## config.mk

```make
export PLATFORM = sky130hd
export DESIGN_NAME = catc_acq_ctrl
export DESIGN_NICKNAME = d
export VERILOG_FILES = /design/src/catc_sync3.v /design/src/catc_debounce.v /design/src/catc_acq_ctrl.v
export VERILOG_INCLUDE_DIRS = /design/src
export SDC_FILE = /design/constraint.sdc
export NUM_CORES = 1
export LEC_CHECK = 0
export BUFFER_PORTS_ARGS = -buffer_cell sky130_fd_sc_hd__buf_2
export CAP_MARGIN = 15
export CORE_AREA = 2 2 210 212
export CTS_CLUSTER_DIAMETER = 50
export CTS_CLUSTER_SIZE = 28
export DETAILED_ROUTE_END_ITERATION = 16
export DIE_AREA = 0 0 212 214
export SETUP_SLACK_MARGIN = 0.5
export SYNTH_ARGS = -nofsm -noshare
export SYNTH_HDL_FRONTEND = slang
export SYNTH_HIERARCHICAL = 1
export SYNTH_SLANG_ARGS = --single-unit
```

## constraint.sdc

```tcl
create_clock -name clk_i -period 11.35 [get_ports clk_i]
set_input_delay 1.135 -clock clk_i [delete_from_list [all_inputs] [get_ports clk_i]]
set_output_delay 1.135 -clock clk_i [all_outputs]
set_load 0.02 [all_outputs]
```

## src/catc_defines.vh

```
// register map, field positions, reset values and source codes of the acquisition trigger block
`ifndef CATC_DEFINES_VH
`define CATC_DEFINES_VH

`define CATC_AW 8
`define CATC_OFS_CTRL 8'h00
`define CATC_OFS_CMD 8'h04
`define CATC_OFS_SRC 8'h08
`define CATC_OFS_USER_OUT 8'h0c
`define CATC_OFS_EXP_TIME 8'h10
`define CATC_OFS_FRAME_PERIOD 8'h14
`define CATC_OFS_BURST 8'h18
`define CATC_OFS_DEBOUNCE 8'h1c
`define CATC_OFS_TIMER_DELAY 8'h20
`define CATC_OFS_READOUT 8'h24
`define CATC_OFS_STATUS 8'h28

`define CATC_CTRL_TRIG_MODE 0
`define CATC_CTRL_ACT_RISING 1
`define CATC_CTRL_EXP_WIDTH 2
`define CATC_CTRL_ACQ_LO 3
`define CATC_CTRL_ACQ_HI 4

`define CATC_CMD_START 0
`define CATC_CMD_STOP 1
`define CATC_CMD_SW_TRIG 2

`define CATC_ACQ_CONT 2'h0
`define CATC_ACQ_ONE_SHOT 2'h1
`define CATC_ACQ_BURST 2'h2

`define CATC_SRC_SW 5'h00
`define CATC_SRC_USER 5'h0a
`define CATC_SRC_CC1 5'h0e
`define CATC_SRC_TIMER 5'h18
`define CATC_SRC_LINE 5'h16

`define CATC_RST_EXP_TIME 32'h0000_0190
`define CATC_RST_FRAME_PERIOD 32'h0000_9c40
`define CATC_RST_BURST 16'h0001
`define CATC_RST_DEBOUNCE 16'h0004
`define CATC_RST_TIMER_DELAY 16'h0000
`define CATC_RST_READOUT 16'h0100

`endif

```

## src/catc_sync3.v

```verilog
// three-stage input synchroniser whose output changes once stages two and three agree
`timescale 1ns/1ps
`default_nettype none
module catc_sync3 (
    // clock and reset
    input wire clk_i,
    input wire sys_rst_i,
    input wire ce_i,
    // asynchronous level in, synchronous level out
    input wire async_i,
    output reg sync_o
);
    reg s1;
    reg s2;
    reg s3;
    always @(posedge clk_i or posedge sys_rst_i) begin
        if (sys_rst_i) begin
            s1 <= 1'b0;
            s2 <= 1'b0;
            s3 <= 1'b0;
            sync_o <= 1'b0;
        end else if (ce_i) begin
            s1 <= async_i;
            s2 <= s1;
            s3 <= s2;
            if (s2 == s3) begin
                sync_o <= s3;
            end
        end
    end
endmodule
`default_nettype wire

```

## src/catc_debounce.v

```verilog
// debounce filter: a level is passed on only after it has stood for the programmed width
`timescale 1ns/1ps
`default_nettype none
module catc_debounce #(
    parameter W = 16
) (
    // clock and reset
    input wire clk_i,
    input wire sys_rst_i,
    input wire ce_i,
    // filter
    input wire [W-1:0] width_i,
    input wire level_i,
    output reg level_o
);
    reg [W-1:0] cnt;
    always @(posedge clk_i or posedge sys_rst_i) begin
        if (sys_rst_i) begin
            cnt <= {W{1'b0}};
            level_o <= 1'b0;
        end else if (ce_i) begin
            // a pulse shorter than the width restarts the count and is dropped
            if (level_i == level_o) begin
                cnt <= {W{1'b0}};
            end else if ((cnt + 1'b1) >= width_i) begin
                level_o <= level_i;
                cnt <= {W{1'b0}};
            end else begin
                cnt <= cnt + 1'b1;
            end
        end
    end
endmodule
`default_nettype wire

```

## src/catc_acq_ctrl.v

```verilog
// acquisition start/stop, exposure trigger selection, exposure timing and strobe with an apb register file
//
// Implementation choices: the register offsets and the APB interface to the registers.
`timescale 1ns/1ps
`default_nettype none
`include "catc_defines.vh"
module catc_acq_ctrl #(
    parameter DBW = 16
) (
    // clock, reset, enable
    input wire clk_i,
    input wire sys_rst_i,
    input wire ce_i,
    // apb slave
    input wire psel_i,
    input wire penable_i,
    input wire pwrite_i,
    input wire [`CATC_AW-1:0] paddr_i,
    input wire [31:0] pwdata_i,
    output reg [31:0] prdata_o,
    output reg pready_o,
    output reg pslverr_o,
    // trigger pins
    input wire hardware_trigger_line_i,
    input wire cc1_i,
    // camera side
    output reg strobe_out_o,
    output reg frame_start_o
);
    localparam S_IDLE = 2'h0;
    localparam S_WAIT = 2'h1;
    localparam S_EXP = 2'h2;
    localparam S_READ = 2'h3;

    // configuration
    reg trig_mode;
    reg act_rising;
    reg exp_width;
    reg [1:0] acq_mode;
    reg [4:0] trig_src;
    reg user_output_line_zero;
    reg [31:0] exp_time;
    reg [31:0] frame_period;
    reg [15:0] frames_per_burst;
    reg [DBW-1:0] debounce_width;
    reg [15:0] timer_delay;
    reg [15:0] readout_time;
    // command pulses
    reg cmd_start;
    reg cmd_stop;
    reg cmd_sw;
    // acquisition state
    reg acquiring;
    reg [1:0] state;
    reg [1:0] next_state;
    reg [31:0] cnt;
    reg [31:0] fr_cnt;
    reg [15:0] frames_left;
    reg [15:0] frames_done;
    reg act_q;
    reg src_lvl;
    reg delay_timer_active;
    reg [15:0] tmr_cnt;
    reg tmr_run;
    reg line_q;
    reg edge_armed;

    wire line_s;
    wire hardware_trigger_line;
    wire cc1_s;

    function valid_addr;
        input [`CATC_AW-1:0] a;
        begin
            case (a)
                `CATC_OFS_CTRL, `CATC_OFS_CMD, `CATC_OFS_SRC, `CATC_OFS_USER_OUT,
                `CATC_OFS_EXP_TIME, `CATC_OFS_FRAME_PERIOD, `CATC_OFS_BURST,
                `CATC_OFS_DEBOUNCE, `CATC_OFS_TIMER_DELAY, `CATC_OFS_READOUT,
                `CATC_OFS_STATUS: valid_addr = 1'b1;
                default: valid_addr = 1'b0;
            endcase
        end
    endfunction

    // activation sense shared by the delay timer and the edge detector
    function sensed;
        input rising;
        input lvl;
        begin
            sensed = rising ? lvl : ~lvl;
        end
    endfunction

    // command bits are one-cycle pulses; one decode keeps all three on the same address
    function cmd_hit;
        input wr_en;
        input [`CATC_AW-1:0] a;
        input [31:0] d;
        input integer pos;
        begin
            cmd_hit = wr_en & (a == `CATC_OFS_CMD) & d[pos];
        end
    endfunction

    // input conditioning
    // both pins get the same three-stage treatment
    wire [1:0] pin_raw = {cc1_i, hardware_trigger_line_i};
    wire [1:0] pin_sync;
    genvar gi;
    generate
        for (gi = 0; gi < 2; gi = gi + 1) begin : g_pin_sync
            catc_sync3 u_sync (
                .clk_i(clk_i),
                .sys_rst_i(sys_rst_i),
                .ce_i(ce_i),
                .async_i(pin_raw[gi]),
                .sync_o(pin_sync[gi])
            );
        end
    endgenerate
    assign line_s = pin_sync[0];
    assign cc1_s = pin_sync[1];
    catc_debounce #(.W(DBW)) u_deb_line (
        .clk_i(clk_i),
        .sys_rst_i(sys_rst_i),
        .ce_i(ce_i),
        .width_i(debounce_width),
        .level_i(line_s),
        .level_o(hardware_trigger_line)
    );

    // apb access: one wait state, so pready and read data come from flops
    wire apb_acc = psel_i & penable_i;
    wire apb_wr = apb_acc & pready_o & pwrite_i & valid_addr(paddr_i);
    wire [31:0] status_word = {frames_done, 11'h000, (state == S_READ), (state == S_EXP),
                               (state == S_WAIT), (state != S_IDLE), acquiring};

    always @(posedge clk_i or posedge sys_rst_i) begin
        if (sys_rst_i) begin
            pready_o <= 1'b0;
            pslverr_o <= 1'b0;
            prdata_o <= 32'h0000_0000;
        end else if (ce_i) begin
            pready_o <= apb_acc & ~pready_o;
            pslverr_o <= apb_acc & ~pready_o & ~valid_addr(paddr_i);
            prdata_o <= 32'h0000_0000;
            if (apb_acc & ~pready_o & ~pwrite_i) begin
                case (paddr_i)
                    `CATC_OFS_CTRL: prdata_o <= {27'h0000000, acq_mode, exp_width, act_rising, trig_mode};
                    `CATC_OFS_SRC: prdata_o <= {27'h0000000, trig_src};
                    `CATC_OFS_USER_OUT: prdata_o <= {31'h00000000, user_output_line_zero};
                    `CATC_OFS_EXP_TIME: prdata_o <= exp_time;
                    `CATC_OFS_FRAME_PERIOD: prdata_o <= frame_period;
                    `CATC_OFS_BURST: prdata_o <= {16'h0000, frames_per_burst};
                    `CATC_OFS_DEBOUNCE: prdata_o <= {{(32-DBW){1'b0}}, debounce_width};
                    `CATC_OFS_TIMER_DELAY: prdata_o <= {16'h0000, timer_delay};
                    `CATC_OFS_READOUT: prdata_o <= {16'h0000, readout_time};
                    `CATC_OFS_STATUS: prdata_o <= status_word;
                    default: prdata_o <= 32'h0000_0000;
                endcase
            end
        end
    end

    always @(posedge clk_i or posedge sys_rst_i) begin
        if (sys_rst_i) begin
            trig_mode <= 1'b0;
            act_rising <= 1'b1;
            exp_width <= 1'b0;
            acq_mode <= `CATC_ACQ_CONT;
            trig_src <= `CATC_SRC_SW;
            user_output_line_zero <= 1'b0;
            exp_time <= `CATC_RST_EXP_TIME;
            frame_period <= `CATC_RST_FRAME_PERIOD;
            frames_per_burst <= `CATC_RST_BURST;
            debounce_width <= `CATC_RST_DEBOUNCE;
            timer_delay <= `CATC_RST_TIMER_DELAY;
            readout_time <= `CATC_RST_READOUT;
            cmd_start <= 1'b0;
            cmd_stop <= 1'b0;
            cmd_sw <= 1'b0;
        end else if (ce_i) begin
            cmd_start <= cmd_hit(apb_wr, paddr_i, pwdata_i, `CATC_CMD_START);
            cmd_stop <= cmd_hit(apb_wr, paddr_i, pwdata_i, `CATC_CMD_STOP);
            cmd_sw <= cmd_hit(apb_wr, paddr_i, pwdata_i, `CATC_CMD_SW_TRIG);
            if (apb_wr) begin
                case (paddr_i)
                    `CATC_OFS_CTRL: begin
                        trig_mode <= pwdata_i[`CATC_CTRL_TRIG_MODE];
                        act_rising <= pwdata_i[`CATC_CTRL_ACT_RISING];
                        exp_width <= pwdata_i[`CATC_CTRL_EXP_WIDTH];
                        acq_mode <= pwdata_i[`CATC_CTRL_ACQ_HI:`CATC_CTRL_ACQ_LO];
                    end
                    `CATC_OFS_SRC: trig_src <= pwdata_i[4:0];
                    `CATC_OFS_USER_OUT: user_output_line_zero <= pwdata_i[0];
                    `CATC_OFS_EXP_TIME: exp_time <= pwdata_i;
                    `CATC_OFS_FRAME_PERIOD: frame_period <= pwdata_i;
                    `CATC_OFS_BURST: frames_per_burst <= pwdata_i[15:0];
                    `CATC_OFS_DEBOUNCE: debounce_width <= pwdata_i[DBW-1:0];
                    `CATC_OFS_TIMER_DELAY: timer_delay <= pwdata_i[15:0];
                    `CATC_OFS_READOUT: readout_time <= pwdata_i[15:0];
                    default: ;
                endcase
            end
        end
    end

    // delay timer fed by the debounced hardware line: rises timer_delay + 2 cycles after the
    // line's active edge, falls one cycle after the line's opposite edge
    wire line_act = sensed(act_rising, hardware_trigger_line);
    always @(posedge clk_i or posedge sys_rst_i) begin
        if (sys_rst_i) begin
            line_q <= 1'b0;
            tmr_run <= 1'b0;
            tmr_cnt <= 16'h0000;
            delay_timer_active <= 1'b0;
        end else if (ce_i) begin
            line_q <= hardware_trigger_line;
            if (~line_act) begin
                tmr_run <= 1'b0;
                delay_timer_active <= 1'b0;
            end else if ((line_q != hardware_trigger_line) & ~tmr_run) begin
                tmr_run <= 1'b1;
                tmr_cnt <= 16'h0000;
            end else if (tmr_run & ~delay_timer_active) begin
                if (tmr_cnt >= timer_delay) begin
                    delay_timer_active <= 1'b1;
                end else begin
                    tmr_cnt <= tmr_cnt + 16'h0001;
                end
            end
        end
    end

    // source selection; the timer already runs in the active sense, so undo the inversion
    always @* begin
        case (trig_src)
            `CATC_SRC_USER: src_lvl = user_output_line_zero;
            `CATC_SRC_CC1: src_lvl = cc1_s;
            `CATC_SRC_TIMER: src_lvl = sensed(act_rising, delay_timer_active);
            `CATC_SRC_LINE: src_lvl = hardware_trigger_line;
            default: src_lvl = 1'b0;
        endcase
    end

    wire act_lvl = sensed(act_rising, src_lvl);
    wire hw_edge = act_lvl & ~act_q & edge_armed;
    wire sw_sel = (trig_src == `CATC_SRC_SW);
    wire fr_due = (fr_cnt + 32'h0000_0001) >= frame_period;
    wire trig_ev = trig_mode ? (sw_sel ? cmd_sw : hw_edge) : fr_due;
    wire width_mode = trig_mode & ~sw_sel & exp_width;
    wire limited = (acq_mode != `CATC_ACQ_CONT);
    wire exhausted = limited & (frames_left == 16'h0000);
    wire accept = (state == S_WAIT) & acquiring & ~exhausted & trig_ev;
    wire exp_done = width_mode ? ~act_lvl : ((cnt + 32'h0000_0001) >= exp_time);
    wire read_done = (cnt + 32'h0000_0001) >= {16'h0000, readout_time};

    always @* begin
        next_state = state;
        case (state)
            S_IDLE: if (acquiring) next_state = S_WAIT;
            S_WAIT: begin
                if (~acquiring) begin
                    next_state = S_IDLE;
                end else if (accept) begin
                    next_state = S_EXP;
                end
            end
            S_EXP: if (exp_done) next_state = S_READ;
            S_READ: if (read_done) next_state = S_WAIT;
            default: next_state = S_IDLE;
        endcase
    end

    always @(posedge clk_i or posedge sys_rst_i) begin
        if (sys_rst_i) begin
            state <= S_IDLE;
            acquiring <= 1'b0;
            cnt <= 32'h0000_0000;
            fr_cnt <= 32'h0000_0000;
            frames_left <= 16'h0000;
            frames_done <= 16'h0000;
            act_q <= 1'b0;
            edge_armed <= 1'b0;
            strobe_out_o <= 1'b0;
            frame_start_o <= 1'b0;
        end else if (ce_i) begin
            state <= next_state;
            act_q <= act_lvl;
            // a write to source or activation may flip the sensed level, and that is no trigger
            edge_armed <= ~(apb_wr & ((paddr_i == `CATC_OFS_CTRL) | (paddr_i == `CATC_OFS_SRC)));
            strobe_out_o <= (next_state == S_EXP);
            frame_start_o <= accept;
            cnt <= (next_state != state) ? 32'h0000_0000 : cnt + 32'h0000_0001;
            // free-run period counter saturates rather than wrapping
            if (accept | ~acquiring) begin
                fr_cnt <= 32'h0000_0000;
            end else if (fr_cnt != 32'hffff_ffff) begin
                fr_cnt <= fr_cnt + 32'h0000_0001;
            end
            if (accept) begin
                frames_left <= frames_left - 16'h0001;
                frames_done <= frames_done + 16'h0001;
            end
            // start wins over a stop in the same cycle; a stop mid-frame only takes
            // effect once the state machine is back in waiting
            if (cmd_start) begin
                acquiring <= 1'b1;
                frames_done <= 16'h0000;
                frames_left <= (acq_mode == `CATC_ACQ_ONE_SHOT) ? 16'h0001 : frames_per_burst;
            end else if (cmd_stop) begin
                acquiring <= 1'b0;
            end else if ((state == S_WAIT) & exhausted) begin
                acquiring <= 1'b0;
            end
        end
    end
endmodule
`default_nettype wire

```

==> results.md, run 1 <==
* Max Fclk at 183.1 MHz
* Worst skew pair latency at between 0.5 and 0.6 ns
* CTS clk-pin slew, worst paths at 0.06 ns
* Top cells by area, synth: dfrtp_1 41%, mux2_2 8.8%, ha_1 7.7%
* Final min period at 5.460 ns
* Setup TNS at 0 ns
* Largest net degree at the start of global routing at 166
* Grt total ovfl at 0
* Reg2reg start: fr_cnt[2]
* Slew HR at approximately a fifth
* Max stage delay on crit path at 0.75 ns
* Critical path capture point type: register
* Postcts setup bufs at 0
* Die ar. at roughly 0.045 mm^2
* CP max FO at 13
* Initial DRC Count at 1321
* CP Class: reg -> reg
* Hpwl dp at between 40 and 50 mm
* Worst-Margin Slew at 1.188 ns
* Clock Skew at 0.03374 ns
* Worst hold margin at 0.4731 ns
* Total Nets Final at between 2k and 2.5k
* Number of flops mapped to enable cells by yosys at 0
* Clk sink count at 323
* Slowest-stage cell, CP: a2111oi_0
* First-pass GRT wire length at roughly 90 mm
* Clock tree buffer depth at 3
* Antenna violations before repair at 0
* Global router's overall resource usage at 25.41%
* Initial core utilization at between 40% and 50%
* Met3 Use GR at 3.768%
* Via Count at approximately 15k
* RSZ-0062 raised after global routing: false
* Io pins at 84
* Worst path arrival time at 5.91 ns
* Ant diodes at 0
* Synth area leader: dfrtp_1
* Data required, critical path at 11.80 ns
* Core Area at 0.04289 mm^2
* Drt first pass iters at 5
* Post-synth top cells: 311 x dfrtp_1, 159 x inv_1, 149 x mux2_2, 118 x ha_1, 103 x nand2_1
* Number of buffers created by CTS at 39
* Worst Hold Class: reg -> reg
* Post-Synthesis Net Count at 2046
* Share of the synthesized area in the top cell type at 40.61%
* Cell Area, Synth at 0.01916 mm^2
* Fin crit share at 48.11%
* Placed Instances at 2489
* RePlAce Congestion at 0.8925
* R2R depth at 15
* I/O Buffers at between 80 and 90
* Die W at ~210 um
* Most common cell in the netlist: dfrtp_1
* CP startpoint kind: register
* Main flop type after synthesis: dfrtp_1
* Floorplan row count at 76
* Antenna Violating Nets Remaining at 0
* Mapped Cells at 1880
* Final wirelength at approximately 57 mm
* Drt wl/cell at approximately 22 um
* Fraction of registers with async set/reset at 100.0%
* Status: completed
* CTS resizes at 0
* Yosys Warn Count at 6
* Hold Path End: frame_start_o
* Fin. max-slew vios at 0
* Crit-path cells: nand3_1 -> nor3_1 -> and3_1 -> and2_1 -> nand2_1 -> xnor2_1 -> ha_1 -> and4_1 -> a221o_1 -> a2111oi_0 -> o21ai_0 -> a32oi_1 -> buf_4 -> o211ai_2 -> o2bb2ai_1
* Post-synthesis sequential area ratio at 42.26%
* Vias/cell at around 6
* Die Y at about 210 um
* Synth Register Bits at 323
* Worst vdd ir at about 0.11 mV
* Critical R2R Capture: cnt[18]
* Pwr Density at 132.8 mW/mm^2
* Layout cells sized above 1 at between 15 and 20%
* CTS tree: built
* GR Util met1 at 34.88%
* Synth unique cells at 86
* MaxCap Viol Count at 0
* Final Hold Viols at 0
* DRC at 0
* Hold depth at 1
* Root Driver: clkbuf_16
* Non-Filler Instances at 2561
* Hold Crit Start: frame_start_o
* Final Setup Violations at 0
* CTS Hold Bufs at 0
* Number of global-route vias before repair at around 15k
* Global routing usage on met2 at 41.15%
* P_leak at 9.899 nW
* Synthesized area per cell at 10.19 um^2
* Flop2flop setup slack at 5.89 ns
* Area Overhead vs Synth at 12.58%
* H-tree depth at 2
* Top Usage Layer GRT: met2
==> layer usage <==
metal / vias up / share of wire [%] / wire (um)
met3: 93 / 4.9 / 2810
met1: 7752 / 45 / 25530
met5: - / 0 / 0
met4: 0 / 3.1 / 1762
li1: 7111 / - / -
met2: 468 / 47 / 26870
==> logic make-up after synthesis <==
group / synth area share [%]
compound gates: 17.68
xor+xnor: 3.748
fa+ha+maj: 7.705
buf+inv: 4.838
flops: 42.26
mux: 9.383
simple gates: 14.38
==> power by group <==
part	internal, mW	switching, mW
Combinational	0.101	0.218
Clock	0.770	0.552
Sequential	1.18	0.0472
==> cells in the final DEF, fill, tap and decap left out, drive strengths merged, types with 40 or more instances in the layout <==
cell type  instances
mux2             149
buf              105
nand3             74
nand2            103
and3              40
nor2              98
a21oi             69
o21ai             42
clkbuf            46
inv              169
ha               118
nand4             44
dfrtp            311
o2bb2ai           58
xnor2             48
==> worst max-delay path: cells and delay by family (launching register included) <==
family | cells | cell delay, ns
flip-flops | 1 | 0.43
AND/OR/NAND/NOR | 6 | 1.59
XOR/XNOR | 1 | 0.21
adder cells (fa/ha/maj) | 1 | 0.28
AO/OA/AOI/OAI | 6 | 2.60
buffers and inverters | 1 | 0.24
==> layout make-up <==
cell class                      instances  area, um^2
Clock buffer                           46        1044
Multi-Input combinational cell       1315       10180
Inverter                              162       615.6
Tap cell                              585       732.0
Sequential cell                       323        8098
Timing Repair Buffer                  105       595.6
Clock inverter                         25       311.5
Fill cell                            3848       21310
==> registers in the layout, indices dropped and copies added (netlist names), 2 cells and up <==
name,flops
exp_time,32
acq_mode,2
prdata_o,32
trig_src,5
state,2
frames_left,16
u_deb_line/cnt,16
g_pin_sync.u_sync/s3,2
frames_per_burst,16
readout_time,16
timer_delay,16
tmr_cnt,16
frame_period,32
fr_cnt,32
g_pin_sync.u_sync/s1,2
g_pin_sync.u_sync/s2,2
debounce_width,16
g_pin_sync.u_sync/sync_o,2
cnt,32
frames_done,16
==> worst max path at each step <==
stage | startpoint | to | slack (ns)
after global placement | fr_cnt[2] | cnt[18] | 6.14
after detailed placement | fr_cnt[2] | cnt[18] | 6.02
after CTS | fr_cnt[2] | cnt[18] | 5.98
after global routing | fr_cnt[2] | cnt[18] | 5.46
final | fr_cnt[2] | cnt[18] | 5.89
after floorplan | sys_rst_i | acq_mode[0] | 2.00
==> stage by stage <==
stage	instance area, um^2	power [mW]	utilization (%)	setup WS (ns)
4_1_cts	21570	2.890	50.29	5.981
2_1_floorplan	19160	1.435	-	2.002
3_5_place_dp	20210	1.559	47.13	6.016
5_1_grt	21570	2.974	50.30	5.459
6_report	21570	2.865	50.30	5.890
3_3_place_gp	20210	1.554	47.13	6.141
Note: power is estimated with default switching activity, not from simulation.
==> inputs of run 2 (changes only) <==
clock period = 5.6 ns   (was 11.35 ns; I/O delays follow)
==> results.md, run 2 (same netlist as run 1, synthesis figures left out) <==
* Clock power share at 47.2% (was 46.1%)
* Worst vdd ir at 0.2996 mV (was 0.1113 mV)
* Max Fclk at 210.3 MHz (was 183.1 MHz)
* Floorplan row count at 76 (unchanged)
* Largest net degree at the start of global routing at 169 (was 166)
* Die ar. at 0.04537 mm^2 (unchanged)
* CTS tree: built (unchanged)
* Total Nets Final at 2121 (was 2112)
* Ant diodes at 0 (unchanged)
* Final instance area at 0.02175 mm^2 (was 0.02157 mm^2)
* Slew HR at 22.63% (was 20.62%)
* Reg2reg start: fr_cnt[2] (unchanged)
* Worst skew pair latency at 0.57 ns (about the same)
* Layout cells sized above 1 at 20.47% (was 19.79%)
* First-pass GRT wire length at 90.47 mm (was 89.95 mm)
* Worst path arrival time at 5.21 ns (was 5.91 ns)
* CTS clk-pin slew, worst paths at 0.07 ns (was 0.06 ns)
* CP max FO at 19 (was 13)
* P_leak at 9.984 nW (was 9.899 nW)
* Setup slack after layout at 0.8453 ns (was 5.890 ns)
* Clock tree buffer depth at 3 (unchanged)
* Final Hold Viols at 0 (unchanged)
* Antenna violations before repair at 0 (unchanged)
* H-tree depth at 2 (unchanged)
* Area Overhead vs Synth at 13.52% (was 12.58%)
* Pwr Total at 5.948 mW (was 2.865 mW)
* Max stage delay on crit path at 0.60 ns (was 0.75 ns)
* Pwr Density at 273.4 mW/mm^2 (was 132.8 mW/mm^2)
* Comb pwr share at 11.4% (was 11.1%)
* Setup TNS at 0 ns (unchanged)
* Final Setup Violations at 0 (unchanged)
* Fin util at 50.72% (was 50.30%)
* Hpwl dp at 41.77 mm (was 41.00 mm)
* Layout fillers at 3955 (was 3848)
* Fin. max-slew vios at 0 (unchanged)
* Final min period at 4.755 ns (was 5.460 ns)
* Data required, critical path at 6.05 ns (was 11.80 ns)
* Most common cell after layout, fill and taps aside: dfrtp_1 (unchanged)
* Commonest non-fill, non-tap cells in the layout: 311 x dfrtp_1, 157 x inv_1, 149 x mux2_2, 118 x ha_1, 103 x nand2_1 (unchanged)
* Initial core utilization at 44.68% (unchanged)
* Number of buffers created by CTS at 42 (was 39)
* Register Area at 0.008098 mm^2 (unchanged)
* Post-Place Setup Slack at 0.4169 ns (was 6.016 ns)
* CP Class: reg -> reg (unchanged)
* Via Count at 15.56k (was 15.42k)
* Slowest-stage cell, CP: a2111oi_1 (was a2111oi_0)
* Fin crit share at 84.91% (was 48.11%)
* Dpl cell area at 0.02026 mm^2 (was 0.02021 mm^2)
* RSZ-0062 raised after global routing: false (unchanged)
* Global router's overall resource usage at 25.55% (was 25.41%)
* Final wirelength at 57.24 mm (was 56.97 mm)
* Worst-Margin Slew at 1.144 ns (was 1.188 ns)
* Net switching power at 1.734 mW (was 0.8165 mW)
* Die Y at 214 um (unchanged)
* Root Driver: clkbuf_16 (unchanged)
* Status: completed (unchanged)
* Vias/cell at 6.049 (was 6.023)
* DRC at 0 (unchanged)
* Core Area at 0.04289 mm^2 (unchanged)
* Drt first pass iters at 6 (was 5)
* CP startpoint kind: register (unchanged)
* Clock Skew at 0.01375 ns (was 0.03374 ns)
* Flop2flop setup slack at 0.85 ns (was 5.89 ns)
* Io pins at 84 (unchanged)
* Worst Hold Class: in -> reg (was reg -> reg)
* Pint at 4.214 mW (was 2.049 mW)
* Crit path launch: fr_cnt[2] (unchanged)
* R2R depth at 14 (was 15)
* RePlAce Congestion at 0.9093 (was 0.8925)
* Part of the power in registers at 41.4% (was 42.8%)
* Critical path capture point type: register (unchanged)
* Drt wl/cell at 22.24 um (was 22.25 um)
* Sw frac at 29.15% (was 28.49%)
* Crit-path cells: nand3_1 -> nor3_2 -> and3_1 -> and2_1 -> nand2_1 -> xnor2_1 -> ha_1 -> and4_1 -> a221o_1 -> a2111oi_1 -> o21a_2 -> o211ai_4 -> and2_2 -> a31o_1 (was nand3_1 -> nor3_1 -> and3_1 -> and2_1 -> nand2_1 -> xnor2_1 -> ha_1 -> and4_1 -> a221o_1 -> a2111oi_0 -> o21ai_0 -> a32oi_1 -> buf_4 -> o211ai_2 -> o2bb2ai_1)
* Die W at 212 um (unchanged)
* End of the critical path: fr_cnt[3] (was cnt[18])
* I/O Buffers at 83 (unchanged)
* Number of global-route vias before repair at 15.45k (was 15.22k)
* Critical R2R Capture: fr_cnt[3] (was cnt[18])
* Grt total ovfl at 0 (unchanged)
* Clk sink count at 323 (unchanged)
* Initial DRC Count at 1101 (was 1321)
* MaxCap Viol Count at 0 (unchanged)
* Area occupied by multi-input gates at 0.01020 mm^2 (was 0.01018 mm^2)
* Antenna Violating Nets Remaining at 0 (unchanged)
-- run 2: cell types whose count changed in the layout (fill, tap and decap cells not counted), moves of 2 or more --
cell,change
buf_4,+4
clkbuf_16,+3
clkinv_8,+3
bufinv_16,-2
inv_8,+2
-- run 2: final cells by class --
cell class                 instances  area share (%)
clock buffer                      49           5.188
clock inverter                    28           1.518
inverter                         162           2.813
sequential                       323           37.23
multi-input combinational       1315           46.88
timing repair buffer             111           3.014
tap                              585           3.365
-- run 2: timing repair --
| action | in CTS | in global routing |
|---|---|---|
| hold endpoints to repair | 8 | 0 |
| resized for setup | 1 | 4 |
| buffers inserted | 0 | 0 |
| endpoints found under the setup margin | 23 | 36 |
| hold buffers | 1 | 0 |
-- run 2: worst min path at each step --
| stage | from | to | slack, ns | cells after the start |
|---|---|---|---|---|
| floorplan | sys_rst_i | g_pin_sync[0].u_sync/s1 | 0.33 | 1 |
| global placement | prdata_o[31] | prdata_o[31] | 0.46 | 1 |
| detailed placement | prdata_o[13] | prdata_o[13] | 0.47 | 1 |
| CTS | hardware_trigger_line_i | g_pin_sync[0].u_sync/s1 | 0.20 | 2 |
| global route | hardware_trigger_line_i | g_pin_sync[0].u_sync/s1 | 0.21 | 2 |
| finish | hardware_trigger_line_i | g_pin_sync[0].u_sync/s1 | 0.23 | 2 |
-- run 2: per-layer routing --
layer	global-route usage, %	up-vias	wire [um]
met5	0	-	0
met3	3.607	79	2985
met2	41.92	439	27310
li1	-	7146	-
met1	34.67	7899	25220
met4	8.451	0	1720
-- run 2: through the flow --
step / std cells / hold slack (ns)
detailed placement: 2494 / 0.4676
CTS: 2572 / 0.2021
finish: 2573 / 0.2311
global route: 2573 / 0.2149
floorplan: 1880 / 0.3261
global placement: 2494 / 0.4641
-- run 2: critical path, delay by kind of cell, from the launching register on --
kind | cells | cell delay, ns
DFF | 1 | 0.44
xor gates and xnor gates | 1 | 0.24
and+or+nand+nor | 7 | 1.86
AOI/OAI and AO/OA | 5 | 1.80
adders and majority gates | 1 | 0.29
-- run 2: power by group through the flow --
stage / clock [mW] / combinational, mW / sequential (mW)
2_1_floorplan: 0 / 0.433 / 2.48
3_3_place_gp: 0 / 0.653 / 2.50
3_5_place_dp: 0 / 0.664 / 2.50
6_report: 2.81 / 0.680 / 2.46
4_1_cts: 2.87 / 0.669 / 2.46
5_1_grt: 2.97 / 0.738 / 2.47
==> inputs of run 3 (changes only) <==
clock period = 4.7 ns   (was 5.6 ns; I/O delays follow)
==> results.md, run 3 (same netlist as run 1, synthesis figures left out) <==
* Status: completed (unchanged)
* Worst-Margin Slew at 1.234 ns (was 1.144 ns)
* Worst hold margin at 0.1471 ns (was 0.2311 ns)
* Fin util at 51.86% (was 50.72%)
* Pwr Total at 6.988 mW (was 5.948 mW)
* CTS clk-pin slew, worst paths at 0.07 ns (about the same)
* Root Driver: clkbuf_16 (unchanged)
* Floorplan row count at 76 (unchanged)
* Layout cells sized above 1 at 24.72% (was 20.47%)
* Commonest non-fill, non-tap cells in the layout: 300 x dfrtp_1, 157 x inv_1, 149 x mux2_2, 117 x ha_1, 101 x nand2_1 (was 311 x dfrtp_1, 157 x inv_1, 149 x mux2_2, 118 x ha_1, 103 x nand2_1)
* Critical path capture point type: register (unchanged)
* Clk sink count at 323 (unchanged)
* Number of buffers created by CTS at 38 (was 42)
* Data required, critical path at 5.18 ns (was 6.05 ns)
* Io pins at 84 (unchanged)
* Hpwl dp at 42.59 mm (was 41.77 mm)
* Number of global-route vias before repair at 15.54k (was 15.45k)
* Drt first pass iters at 9 (was 6)
* Initial core utilization at 44.68% (unchanged)
* Ant diodes at 0 (unchanged)
* H-tree depth at 2 (unchanged)
* First-pass GRT wire length at 91.87 mm (was 90.47 mm)
* Final Hold Viols at 0 (unchanged)
* Worst skew pair latency at 0.56 ns (was 0.57 ns)
* Max Fclk at 246.8 MHz (was 210.3 MHz)
* I/O Buffers at 83 (unchanged)
* Non-Filler Instances at 2612 (was 2573)
* Setup TNS at 0 ns (unchanged)
* Clock tree buffer depth at 3 (unchanged)
* Initial DRC Count at 1440 (was 1101)
* Slew HR at 16.87% (was 22.63%)
* Antenna Violating Nets Remaining at 0 (unchanged)
* Worst path arrival time at 4.53 ns (was 5.21 ns)
* Die Y at 214 um (unchanged)
* Clock Skew at 0.02441 ns (was 0.01375 ns)
* Placed Instances at 2507 (was 2494)
* Largest net degree at the start of global routing at 131 (was 169)
* Fin. max-slew vios at 0 (unchanged)
* Die W at 212 um (unchanged)
* Antenna violations before repair at 1 (was 0)
* P_leak at 10.18 nW (was 9.984 nW)
* RePlAce Congestion at 0.8990 (was 0.9093)
* Setup slack after layout at 0.6482 ns (was 0.8453 ns)
* Die ar. at 0.04537 mm^2 (unchanged)
* Drt wl/cell at 22.55 um (was 22.24 um)
* Global router's overall resource usage at 26.04% (was 25.55%)
* Area Overhead vs Synth at 16.06% (was 13.52%)
* Total Nets Final at 2164 (was 2121)
* Most common cell after layout, fill and taps aside: dfrtp_1 (unchanged)
* Grt total ovfl at 0 (unchanged)
* Worst vdd ir at 0.2552 mV (was 0.2996 mV)
* Via Count at 15.70k (was 15.56k)
* Final min period at 4.052 ns (was 4.755 ns)
* Fin crit share at 86.21% (was 84.91%)
* MaxCap Viol Count at 0 (unchanged)
* Core Area at 0.04289 mm^2 (unchanged)
* Final Setup Violations at 0 (unchanged)
* Vias/cell at 6.012 (was 6.049)
* Worst Hold Class: in -> reg (unchanged)
* Final wirelength at 58.91 mm (was 57.24 mm)
* Dpl cell area at 0.02036 mm^2 (was 0.02026 mm^2)
* DRC at 0 (unchanged)
* CTS tree: built (unchanged)
* CP max FO at 6 (was 19)
* Final instance area at 0.02224 mm^2 (was 0.02175 mm^2)
* Post-Place Setup Slack at -0.1834 ns (was 0.4169 ns)
* CP startpoint kind: register (unchanged)
* Pwr Density at 314.2 mW/mm^2 (was 273.4 mW/mm^2)
* CP Class: reg -> reg (unchanged)
* RSZ-0062 raised after global routing: false (unchanged)
run 3: final timing paths:
path	from	endpoint	slack, ns	cells after the start
setup / recovery	cnt[1]	cnt[27]	0.65	15
hold / removal	hardware_trigger_line_i	g_pin_sync[0].u_sync/s1	0.15	2
setup reg to reg	cnt[1]	cnt[27]	0.65	15
hold reg to reg	prdata_o[29]	prdata_o[29]	0.48	1
max in group asynchronous	sys_rst_i	fr_cnt[3]	3.08	4
min in group asynchronous	sys_rst_i	g_pin_sync[0].u_sync/s3	0.39	3
run 3: layout make-up:
type                       instances  area [um^2]
fill                            3939        20650
multi-input combinational       1316        10460
sequential                       323         8112
timing repair buffer             157         1033
clock buffer                      43         1011
tap                              585        732.0
inverter                         162        611.8
clock inverter                    26        279.0
run 3: what timing repair did:
item                                    CTS  global route
hold buffers                              1             0
buffers inserted                          6            28
resized for setup                        25            53
endpoints found under the setup margin   94            99
hold endpoints to repair                 20             0
gates cloned                              0             1
pin swaps                                 2            16
run 3: power by group:
group | switching (mW) | total (mW) | internal, mW
clock network | 1.31 | 3.07 | 1.76
logic | 0.605 | 0.975 | 0.370
registers | 0.0943 | 2.94 | 2.85
run 3: worst max-delay path, stage by stage (launching register included):
cell and delay, ns:
dfrtp_1 0.41, ha_1 0.28, and4_1 0.35, nand2_1 0.13
nor2_1 0.16, xor2_1 0.37, ha_1 0.31, nand4_1 0.14
a211oi_1 0.06, or3_1 0.35, a211oi_4 0.26, o211ai_1 0.17
a32oi_2 0.30, buf_4 0.18, o211ai_2 0.25, o2bb2ai_2 0.24
run 3: routing by layer:
layer	global-route usage, %	vias to the layer above	wire length [um]
met5	0	-	12
met4	11.31	2	2485
met3	3.826	119	3197
met2	41.17	515	27390
met1	35.50	7823	25820
li1	-	7244	-
